<file path="config.mk">
export PLATFORM = sky130hd
export DESIGN_NAME = group_blink_and_pattern_gate
export DESIGN_NICKNAME = d
export VERILOG_FILES = /design/src/logic/blink_pattern_pkg.sv /design/src/logic/pattern_decode.sv /design/src/logic/group_blink_and_pattern_gate.sv
export SDC_FILE = /design/constraint.sdc
export NUM_CORES = 1
export LEC_CHECK = 0
export BUFFER_PORTS_ARGS = -buffer_cell sky130_fd_sc_hd__clkbuf_2
export CAP_MARGIN = 20
export CELL_PAD_IN_SITES_DETAIL_PLACEMENT = 0
export CELL_PAD_IN_SITES_GLOBAL_PLACEMENT = 1
export CORE_MARGIN = 2
export CORE_UTILIZATION = 30
export CTS_BUF_LIST = sky130_fd_sc_hd__clkbuf_8
export DETAILED_ROUTE_END_ITERATION = 12
export PLACE_DENSITY = 0.67
export SYNTH_ARGS = -nofsm -noshare
export SYNTH_HDL_FRONTEND = slang
export SYNTH_SLANG_ARGS = --single-unit
</file>
<file path="constraint.sdc">
create_clock -name mclk -period 5.9 [get_ports mclk]
set_clock_uncertainty 0.2 [all_clocks]
set_input_delay 1.18 -clock mclk [delete_from_list [all_inputs] [get_ports mclk]]
set_output_delay 1.18 -clock mclk [all_outputs]
set_load 0.005 [all_outputs]
</file>
<file path="src/logic/blink_pattern_pkg.sv">
`default_nettype none
package blink_pattern_pkg;

	// Register pointer values for the two control bytes.
	localparam logic [7:0] GROUP_BLINK_PERIOD_ADDR   = 8'h1B;
	localparam logic [7:0] OUTPUT_PATTERN_INDEX_ADDR = 8'h1C;

	// Values after reset.
	localparam logic [7:0] GROUP_BLINK_PERIOD_RST   = 8'h00;
	localparam logic [7:0] OUTPUT_PATTERN_INDEX_RST = 8'h00;
	localparam logic [7:0] POINTER_RST              = 8'h00;
	localparam logic [7:0] UNMAPPED_READ            = 8'h00;

	// Output drive select codes, two bits per channel.
	localparam logic [1:0] DRIVE_OFF   = 2'h0;
	localparam logic [1:0] DRIVE_ON    = 2'h1;
	localparam logic [1:0] DRIVE_INDIV = 2'h2;
	localparam logic [1:0] DRIVE_GROUP = 2'h3;

	// Pattern table landmarks.
	localparam logic [7:0] PATTERN_ALL_ON   = 8'h00;
	localparam logic [7:0] PATTERN_ALL_OFF  = 8'h01;
	localparam logic [7:0] PATTERN_ODD      = 8'h02;
	localparam logic [7:0] PATTERN_EVEN     = 8'h03;
	localparam logic [7:0] PATTERN_THIRD_2  = 8'h04;
	localparam logic [7:0] PATTERN_THIRD_1  = 8'h05;
	localparam logic [7:0] PATTERN_THIRD_0  = 8'h06;
	localparam logic [7:0] PATTERN_WALK_LO  = 8'h07;
	localparam logic [7:0] PATTERN_WALK_HI  = 8'h1B;

	// Blink timing: one period step is 1/24 s, split into 256 duty ticks.
	localparam int unsigned CLK_HZ         = 20_000_000;
	localparam int unsigned BLINK_STEP_HZ  = 24;
	localparam int unsigned DUTY_STEPS     = 256;
	localparam int unsigned TICK_CYCLES    = CLK_HZ / (BLINK_STEP_HZ * DUTY_STEPS);
	localparam int unsigned TICK_W         = 12;
	localparam logic [7:0]  PHASE_LAST_LOW = 8'hFF;

	// Number of phase ticks for which the group blink is on.
	function automatic logic [16:0] blink_on_limit(input logic [7:0] duty, input logic [7:0] code);
		blink_on_limit = 17'(duty) * 17'({1'b0, code} + 9'h001);
	endfunction

endpackage
`default_nettype wire

</file>
<file path="src/logic/pattern_decode.sv">
`timescale 1ns/1ps
`default_nettype none
module pattern_decode
	import blink_pattern_pkg::*;
#(
	parameter int CHANNELS = 24
) (
	input  wire logic [7:0]          index,
	output logic      [CHANNELS-1:0] enable
);

	// Expands a pattern index into per-channel enables; rows above the walk enable nothing.
	always_comb begin
		enable = '0;
		for (int ch = 0; ch < CHANNELS; ch++) begin
			unique case (1'b1)
				(index == PATTERN_ALL_ON):  enable[ch] = 1'b1;
				(index == PATTERN_ALL_OFF): enable[ch] = 1'b0;
				(index == PATTERN_ODD):     enable[ch] = (ch % 2) == 1;
				(index == PATTERN_EVEN):    enable[ch] = (ch % 2) == 0;
				(index == PATTERN_THIRD_2): enable[ch] = (ch % 3) == 2;
				(index == PATTERN_THIRD_1): enable[ch] = (ch % 3) == 1;
				(index == PATTERN_THIRD_0): enable[ch] = (ch % 3) == 0;
				(index >= PATTERN_WALK_LO && index <= PATTERN_WALK_HI):
					enable[ch] = index == 8'(ch + 7);
				default:                    enable[ch] = 1'b0;
			endcase
		end
	end

endmodule // pattern_decode
`default_nettype wire

</file>
<file path="src/logic/group_blink_and_pattern_gate.sv">
`timescale 1ns/1ps
`default_nettype none
// Functional notes
// - Byte register at 1Bh holds the blink period code, read and write.
// - In dimming mode the period code has no effect on any LED output.
// - Group blink gates only channels whose drive select is 11.
// - Blink period is (code + 1) / 24 seconds in 256 linear steps.
// - Byte register at 1Ch holds pattern index, resets to zero.
// - Once 1Ch is addressed, each following data byte is a new index.
// - Pattern writes take effect at the data byte acknowledge while ce is high.
// - Output gate pin high forces every LED output off.
// - Output gate pin low lets on only channels the pattern enables.
// - Indices 00-06: all, none, odd, even, thirds from 2, 1, 0.
// - Indices 07-1B enable only channel index minus 7.
// - Mode selector 0 means group dimming, 1 means group blinking.
// - In blinking mode on fraction of each period is duty / 256.
module group_blink_and_pattern_gate
	import blink_pattern_pkg::*;
#(
	parameter int          CHANNELS    = 24,
	parameter int unsigned TICK_LENGTH = TICK_CYCLES
) (
	input  wire logic                  mclk,
	input  wire logic                  resetn,
	input  wire logic                  ce,
	input  wire logic                  addr_ack,
	input  wire logic                  data_ack,
	input  wire logic [7:0]            bus_byte,
	output logic      [7:0]            rd_data,
	input  wire logic                  group_mode_selector,
	input  wire logic [7:0]            group_duty_code,
	input  wire logic                  dim_pwm,
	input  wire logic [2*CHANNELS-1:0] output_drive_select,
	input  wire logic [CHANNELS-1:0]   indiv_pwm,
	input  wire logic                  oe_n,
	output logic      [CHANNELS-1:0]   led_on,
	output logic      [7:0]            blink_period_code,
	output logic      [7:0]            pattern_index_field
);

	typedef struct packed {
		logic [7:0]          period;
		logic [7:0]          pattern;
		logic [7:0]          pointer;
		logic [7:0]          code_act;
		logic [TICK_W-1:0]   tick;
		logic [15:0]         phase;
		logic [7:0]          rd_data;
		logic [CHANNELS-1:0] led;
	} state_s;

	state_s              state_r;
	state_s              state_nxt;
	logic [CHANNELS-1:0] pattern_en;
	logic [CHANNELS-1:0] channel_drive;
	logic                group_gate;
	logic                tick_done;
	logic                period_wrap;
	logic [16:0]         on_limit;

	pattern_decode #(
		.CHANNELS (CHANNELS)
	) u_pattern_decode (
		.index    (state_r.pattern),
		.enable   (pattern_en)
	);

	// Tick and period boundary of the blink counter.
	assign tick_done   = state_r.tick == TICK_W'(TICK_LENGTH - 1);
	assign period_wrap = tick_done && state_r.phase == {state_r.code_act, PHASE_LAST_LOW};
	assign on_limit    = blink_on_limit(group_duty_code, state_r.code_act);

	// Group gate follows the blink phase in blinking mode and the dimming source otherwise.
	always_comb begin
		if (group_mode_selector) begin
			group_gate = {1'b0, state_r.phase} < on_limit;
		end else begin
			group_gate = dim_pwm;
		end
	end

	// Per-channel drive before the pattern and output gate.
	always_comb begin
		channel_drive = '0;
		for (int ch = 0; ch < CHANNELS; ch++) begin
			unique case (output_drive_select[2*ch +: 2])
				DRIVE_OFF:   channel_drive[ch] = 1'b0;
				DRIVE_ON:    channel_drive[ch] = 1'b1;
				DRIVE_INDIV: channel_drive[ch] = indiv_pwm[ch];
				DRIVE_GROUP: channel_drive[ch] = indiv_pwm[ch] & group_gate;
			endcase
		end
	end

	// Next state: register writes, blink counter, read mux and gated outputs.
	always_comb begin
		state_nxt = state_r;
		if (addr_ack) begin
			state_nxt.pointer = bus_byte;
		end else if (data_ack) begin
			// The pointer is left as it is, so a run of bytes keeps hitting the same register.
			if (state_r.pointer == GROUP_BLINK_PERIOD_ADDR) begin
				state_nxt.period = bus_byte;
			end
			if (state_r.pointer == OUTPUT_PATTERN_INDEX_ADDR) begin
				state_nxt.pattern = bus_byte;
			end
		end
		if (!group_mode_selector) begin
			state_nxt.tick     = '0;
			state_nxt.phase    = '0;
			state_nxt.code_act = state_r.period;
		end else if (tick_done) begin
			state_nxt.tick = '0;
			if (period_wrap) begin
				state_nxt.phase    = '0;
				state_nxt.code_act = state_r.period;
			end else begin
				state_nxt.phase = state_r.phase + 16'h0001;
			end
		end else begin
			state_nxt.tick = state_r.tick + TICK_W'(1);
		end
		unique case (state_r.pointer)
			GROUP_BLINK_PERIOD_ADDR:   state_nxt.rd_data = state_r.period;
			OUTPUT_PATTERN_INDEX_ADDR: state_nxt.rd_data = state_r.pattern;
			default:                   state_nxt.rd_data = UNMAPPED_READ;
		endcase
		if (oe_n) begin
			state_nxt.led = '0;
		end else begin
			state_nxt.led = channel_drive & pattern_en;
		end
	end

	// State register with synchronous reset and clock enable.
	always_ff @(posedge mclk) begin
		if (!resetn) begin
			state_r.period   <= GROUP_BLINK_PERIOD_RST;
			state_r.pattern  <= OUTPUT_PATTERN_INDEX_RST;
			state_r.pointer  <= POINTER_RST;
			state_r.code_act <= GROUP_BLINK_PERIOD_RST;
			state_r.tick     <= '0;
			state_r.phase    <= '0;
			state_r.rd_data  <= UNMAPPED_READ;
			state_r.led      <= '0;
		end else if (ce) begin
			state_r <= state_nxt;
		end
	end

	// Outputs straight from the state register.
	assign rd_data             = state_r.rd_data;
	assign led_on              = state_r.led;
	assign blink_period_code   = state_r.period;
	assign pattern_index_field = state_r.pattern;
endmodule // group_blink_and_pattern_gate
`default_nettype wire

</file>
-- After elaboration in Yosys (flattened, before gate mapping)
Index checks and enable logic that the tools add are counted.
W data, S select, Z words.
- add/sub/neg operators: 3
- $mul: 1
- magnitude comparators: 3
- equal/unequal tests: 107
- muxes and demuxes: 57
- bitwise operators: 26
- reduce and logical (&&, ||, !) cells: 38
- operators by type and width (operator ; count):
    $eq A8 B5 Y1 const B ; 17
    $eq A2 B2 Y1 const B ; 48
    $pmux W1 S4 ; 24
    $eq A8 B4 Y1 const B ; 8
    $eq A2 B1 Y1 const B ; 24
    $logic_not A2 Y1 ; 24
    $pmux W1 S2 ; 24
    $mux W36 ; 1
    $eq A8 B3 Y1 const B ; 4
    $mux W16 ; 2
    $and A1 B1 Y1 ; 24
    $and A24 B24 Y24 ; 1
    $mux W24 ; 1
    $reduce_or A3 Y1 ; 6
    $lt A16 B17 Y1 ; 1
    $mul A8 B9 Y17 ; 1
    $add A16 B1 Y16 const B ; 1
    $eq A16 B16 Y1 ; 1
    $eq A8 B2 Y1 const B ; 2
    $mux W8 ; 2
    $pmux W8 S2 ; 1
    $add A12 B1 Y12 const B ; 1
    $eq A12 B12 Y1 const B ; 1
    $mux W12 ; 1
    11 further kinds ; 15
- bits in registers: 92
- input port bits: 96
- output and inout bits: 48
- logic and storage cells: 243

-- Logic depth before layout (Yosys ltp)
- depth after elaboration: 8
- depth in mapped cells: 26
- gate-level depth less buffers: 25

-- Modules after synthesis
From an unflattened synthesis, not the netlist that was laid out.
- cell total of the unflattened synthesis: 1004
- area, all modules: 8474.4 µm²
- modules (own cells, without submodules) (module ; times used ; cells an instance ; area each (µm²) ; sequential area each (µm²)):
    group_blink_and_pattern_gate ; 1 ; 918 ; 7915.1 ; 1841.8
    pattern_decode ; 1 ; 86 ; 559.3 ; 0.0

-- Worst setup path after synthesis
OpenSTA, ideal clock, no wires.
- path type: reg2reg
- start: register state_r[60] (netlist bit)
- end: register state_r, in the netlist led_on[0]
- setup time: 0.074 ns
- arrival time: 6.157 ns
- data required time: 5.626 ns
- slack: -0.531 ns
- stages on the path, launching flop included: 27
- path buffers: 2
- period minus slack after synthesis: 6.431 ns
- cells stage by stage: dfxtp_1 > clkbuf_1 > and3_1 > nand3_1 > xor2_1 > nand2b_1 > fa_1 > fa_1 > inv_1 > fa_1 > inv_1 > fa_1 > inv_1 > ha_1 > o21ai_0 > nor2_1 > or3_1 > a311oi_1 > a21oi_1 > xnor2_1 > ha_1 > and2_1 > o31ai_1 > o221ai_1 > a21o_1 > clkbuf_1 > a31oi_1
- word-level cells in the longest chain between the ends: 8
- ends and longest elaborated chain (element ; RTL line ; source):
    start, declared ; group_blink_and_pattern_gate.sv:52 ; state_s state_r;
    start signal, assigned ; group_blink_and_pattern_gate.sv:148 ; state_r <= state_nxt;
    $add A8 B1 Y9 ; blink_pattern_pkg.sv:41 ; blink_on_limit = 17'(duty) * 17'({1'b0, code} + 9'h001);
    $mul A8 B9 Y17 ; blink_pattern_pkg.sv:41 ;
    $lt A16 B17 Y1 ; group_blink_and_pattern_gate.sv:76 ; group_gate = {1'b0, state_r.phase} < on_limit;
    $mux W1 ; group_blink_and_pattern_gate.sv:75 ; if (group_mode_selector) begin
    $and A1 B1 Y1 ; group_blink_and_pattern_gate.sv:90 ; DRIVE_GROUP: channel_drive[ch] = indiv_pwm[ch] & group_gate;
    $pmux W1 S4 ; group_blink_and_pattern_gate.sv:86 ; unique case (output_drive_select[2*ch +: 2])
    $and A24 B24 Y24 ; group_blink_and_pattern_gate.sv:132 ; state_nxt.led = channel_drive & pattern_en;
    $mux W24 ; group_blink_and_pattern_gate.sv:129 ; if (oe_n) begin
Every way passes these cells.
A chain may end at the register's enable or synchronous reset.

-- Worst setup path after layout
- start: register state_r[60] (netlist bit)
- end: register state_r, in the netlist led_on[7]
Same word-level chain as after synthesis.

==> summary by stage <==
Run status
The flow ran to the end, but the final reports show violations. The checks that failed: setup timing.

Global route
The number of global-route vias before repair is 6,944. The initial antenna violation count is 0. Global routing consumed, over all layers together, 15.03% of the routing resources.

The wire length of the first global-routing pass is 34.85 mm. After global routing the overflow that remains totals 0. The largest net degree at the start of global routing is 49.

Run
The tool flagged a number of max-cap violations equal to 0.

Routing
The wire length reported by the detailed router is 21.30 mm. The number of nets still failing antenna checks after routing is 0. Dividing the detail-routed wire length by the instance count gives 14.75 µm.

The total vias in the final route is 6,947. For this run, design rule violations remaining after detail routing come to 0. The detailed-routing iteration count for the pre-antenna-repair pass is 4. In the routed layout, each cell is associated on average with a via count of 4.811.

The detailed router finished its first iteration with 272 violations.

Critical path
The worst register-to-register path ends at led_on[7]. In this design, the stage delay of the slowest critical-path cell is 0.54 ns. The slowest stage of the critical path belongs to the cell fa_1.

The startpoint identified for the worst register-to-register timing path is state_r[60]. The sort of element at the end of the critical path is a flop. The required arrival time at the worst endpoint is 6.01 ns. The worst reg-to-reg setup slack is -0.26 ns. The worst setup path is launched from a flop.

The worst register-to-register path has a depth of 28. The count of buffering cells on the critical path with inverters included is 8. Along the worst path, the maximum fanout reaches 6. The kind of critical path is reg -> reg. On the critical path the largest part of the delay comes from adder cells. The arrival time at the worst endpoint is 6.27 ns. The cell repeated most along the worst path is fa_1.

Power
The largest voltage drop on the vdd net is 0.00009541 V. The total power divided by cell area is 130.3 nW/µm². In this run the static leakage power is 4.444 nW.

Total power for the finished layout comes to 0.001289 W.

CTS
The H-tree was split into 3 levels. The tree is rooted in a clkbuf_8. The number of hold buffers added after CTS was 0. Clock-pin slew was measured on the worst setup and hold paths at 0.10 ns.

The CTS sink count is 92. The maximum clock path buffer count is 2. TritonCTS built the clock tree.

Counting the buffers created by CTS gives 9. The insertion delay to the later sink of the worst-skew pair is 0.38 ns.

Worst hold path
Counting instances, the worst hold path has a depth of 2. The sink of the worst hold path is state_r[72]. The worst min-delay path class is reg -> reg. The startpoint identified for the worst hold timing path is state_r[72].

Logic synthesis
By area the synthesized netlist is led by dfxtp_1 23%, fa_1 10%, ha_1 8.7%. During synthesis, Yosys emitted a total of 0 warnings. In this run, synthesis inferred 0 flip-flops with an integrated enable. The average instance area after synthesis is 8.445 µm². The cell accounting for the most synthesized area is dfxtp_1. By count the netlist is led by 92 x dfxtp_1, 74 x nand2_1, 68 x inv_1. In this run the biggest area consumer among cell types represents 22.77% of the synthesized area. Among all cell types in the netlist, the one instantiated most often is dfxtp_1. The sequential-to-total area share from yosys stat is 22.77%.

The most used flip-flop cell after synthesis is dfxtp_1. Synthesis produced 958 cells. The number of nets handed over by synthesis was 1,152. The netlist area before placement is 8090 µm². The async set-or-reset flop fraction in the synthesized netlist is 0%.

The netlist uses 70 different library cells. In this run, synthesis produced a sequential element count of 92.

Timing
The transition time at the pin with the least slew margin is 0.9801 ns. Subtracting the final worst setup slack from the clock period gives 6.161 ns. The worst-case headroom to the max-slew limit is 34.57%. The highest achievable clock rate is 162.3 MHz. The final period utilization is 104.4%. Setup repair after global routing could not meet its margin everywhere. The final hold violation count was 0.

The number of setup violations in the final report is 24. In the post-route analysis, the smallest setup slack over all paths is -0.2613 ns. The max-slew violation count came to 0.

Placement
The placed wire-length estimate is 16.46 mm. The number of buffers inserted by port buffering is 143. The final estimated routing congestion in global placement is 0.8200.

Final layout
The count of antenna diodes in the layout is 0. In the final design database the tool counted 1,292 nets. The share of layout cells above drive strength 1 is 27.83%. Cells fill 36.99% of the core in the end. From synthesis to final layout, the design area changed by 22.21%.

Floorplan
144 I/O pins were placed. The die covers 28,300 µm². The vertical die dimension is 168.2 µm. The die width is 168.2 µm. The floorplan has 60 rows.

Once the floorplan was initialized, standard cells occupied 30.27% of the core. The placeable core region is 26,730 µm².
-- cell usage in the layout, fill, tap and decap left out, types with 5 or more instances in the layout --
cell	Yosys	layout
o21ai_0	13	11
or3_1	7	6
fa_1	42	38
ha_4	0	5
a21oi_1	53	50
nor3b_1	9	9
clkbuf_8	0	10
a221oi_1	8	8
mux2i_1	36	36
inv_1	68	66
nor4_1	6	6
a22oi_1	5	5
a211oi_1	5	5
a32oi_1	6	6
xor2_1	28	27
clkbuf_2	0	143
nand2_1	74	71
a21boi_0	18	18
and2_1	26	24
a31oi_1	23	16
nand3_1	36	33
buf_4	48	70
and3_1	12	11
a21o_1	7	6
nor3_1	13	12
nor2b_1	57	53
nor2_1	60	59
xnor2_1	23	23
dfxtp_1	92	89
nand2b_1	13	10
a31oi_4	1	7
mux2_2	6	6
ha_1	56	50
nand4_1	11	11
-- routing by layer --
layer	share of wire (%)	vias up	track usage, %
li1	-	3556	-
met1	47	3221	20.48
met2	46	145	24.53
met3	4.5	25	1.857
met4	2.3	0	5.285
met5	0	-	0
-- registers in the layout, indices dropped and copies added, names as in the netlist --
register and count:
state_r 44, led_on 24, blink_period_code 8, pattern_index_field 8, rd_data 8
-- logic make-up after synthesis --
family / after synthesis / synth area share, %
xor+xnor: 51 / 5.521
compound gates: 173 / 14.79
buf+inv: 160 / 9.991
flops: 92 / 22.77
mux: 43 / 5.459
simple gates: 341 / 22.43
fa+ha+maj: 98 / 19.05
-- worst min-delay path, stage by stage, from the launching register on --
cell	delay, ns
dfxtp_1	0.32
nand2_1	0.05
a21boi_0	0.06
-- area by class of cell --
class | instances | area, µm²
clock buffer | 10 | 137.6
inverter | 68 | 255.2
fill | 2820 | 16840
multi-input combinational | 707 | 5786
clock inverter | 6 | 68.82
sequential | 92 | 1848
tap | 341 | 426.7
timing repair buffer | 220 | 1365
-- report_power, final --
group	total [W]	internal, W	switching (W)
Clock	0.000455	0.000211	0.000244
Sequential	0.000644	0.000634	0.0000102
Combinational	0.000190	0.0000911	0.0000989
Total	0.00129	0.000935	0.000353
-- timing repair --
action | CTS | global route
endpoints found under the setup margin | 24 | 24
pin swaps | 3 | 17
resized for setup | 15 | 29
setup buffers | 2 | 2
gates cloned | 0 | 4
-- how the worst max path moves through the flow --
stage	start	endpoint	slack (ns)	cells after the start
floorplan	group_duty_code[5]	led_on[0]	-0.22	22
global placement	group_duty_code[6]	led_on[9]	-0.71	23
detailed placement	group_duty_code[3]	led_on[21]	-0.71	22
CTS	state_r[60]	led_on[5]	-0.34	27
global route	state_r[60]	led_on[19]	-0.52	26
finish	state_r[60]	led_on[7]	-0.26	28
-- metrics by stage --
stage                     TNS (ns)  area [µm²]  instances  hold WS [ns]  setup slack [ns]
after floorplan             -4.559        8185        958        0.2434           -0.2154
after global placement      -16.28        9311       1420        0.2523           -0.7095
after detailed placement    -15.98        9311       1420        0.2610           -0.7132
after CTS                   -7.169        9599       1438        0.2757           -0.3350
after global routing        -11.48        9887       1444        0.3018           -0.5210
final                       -5.148        9887       1444        0.2721           -0.2613
Power figures use the tool's default switching activity.
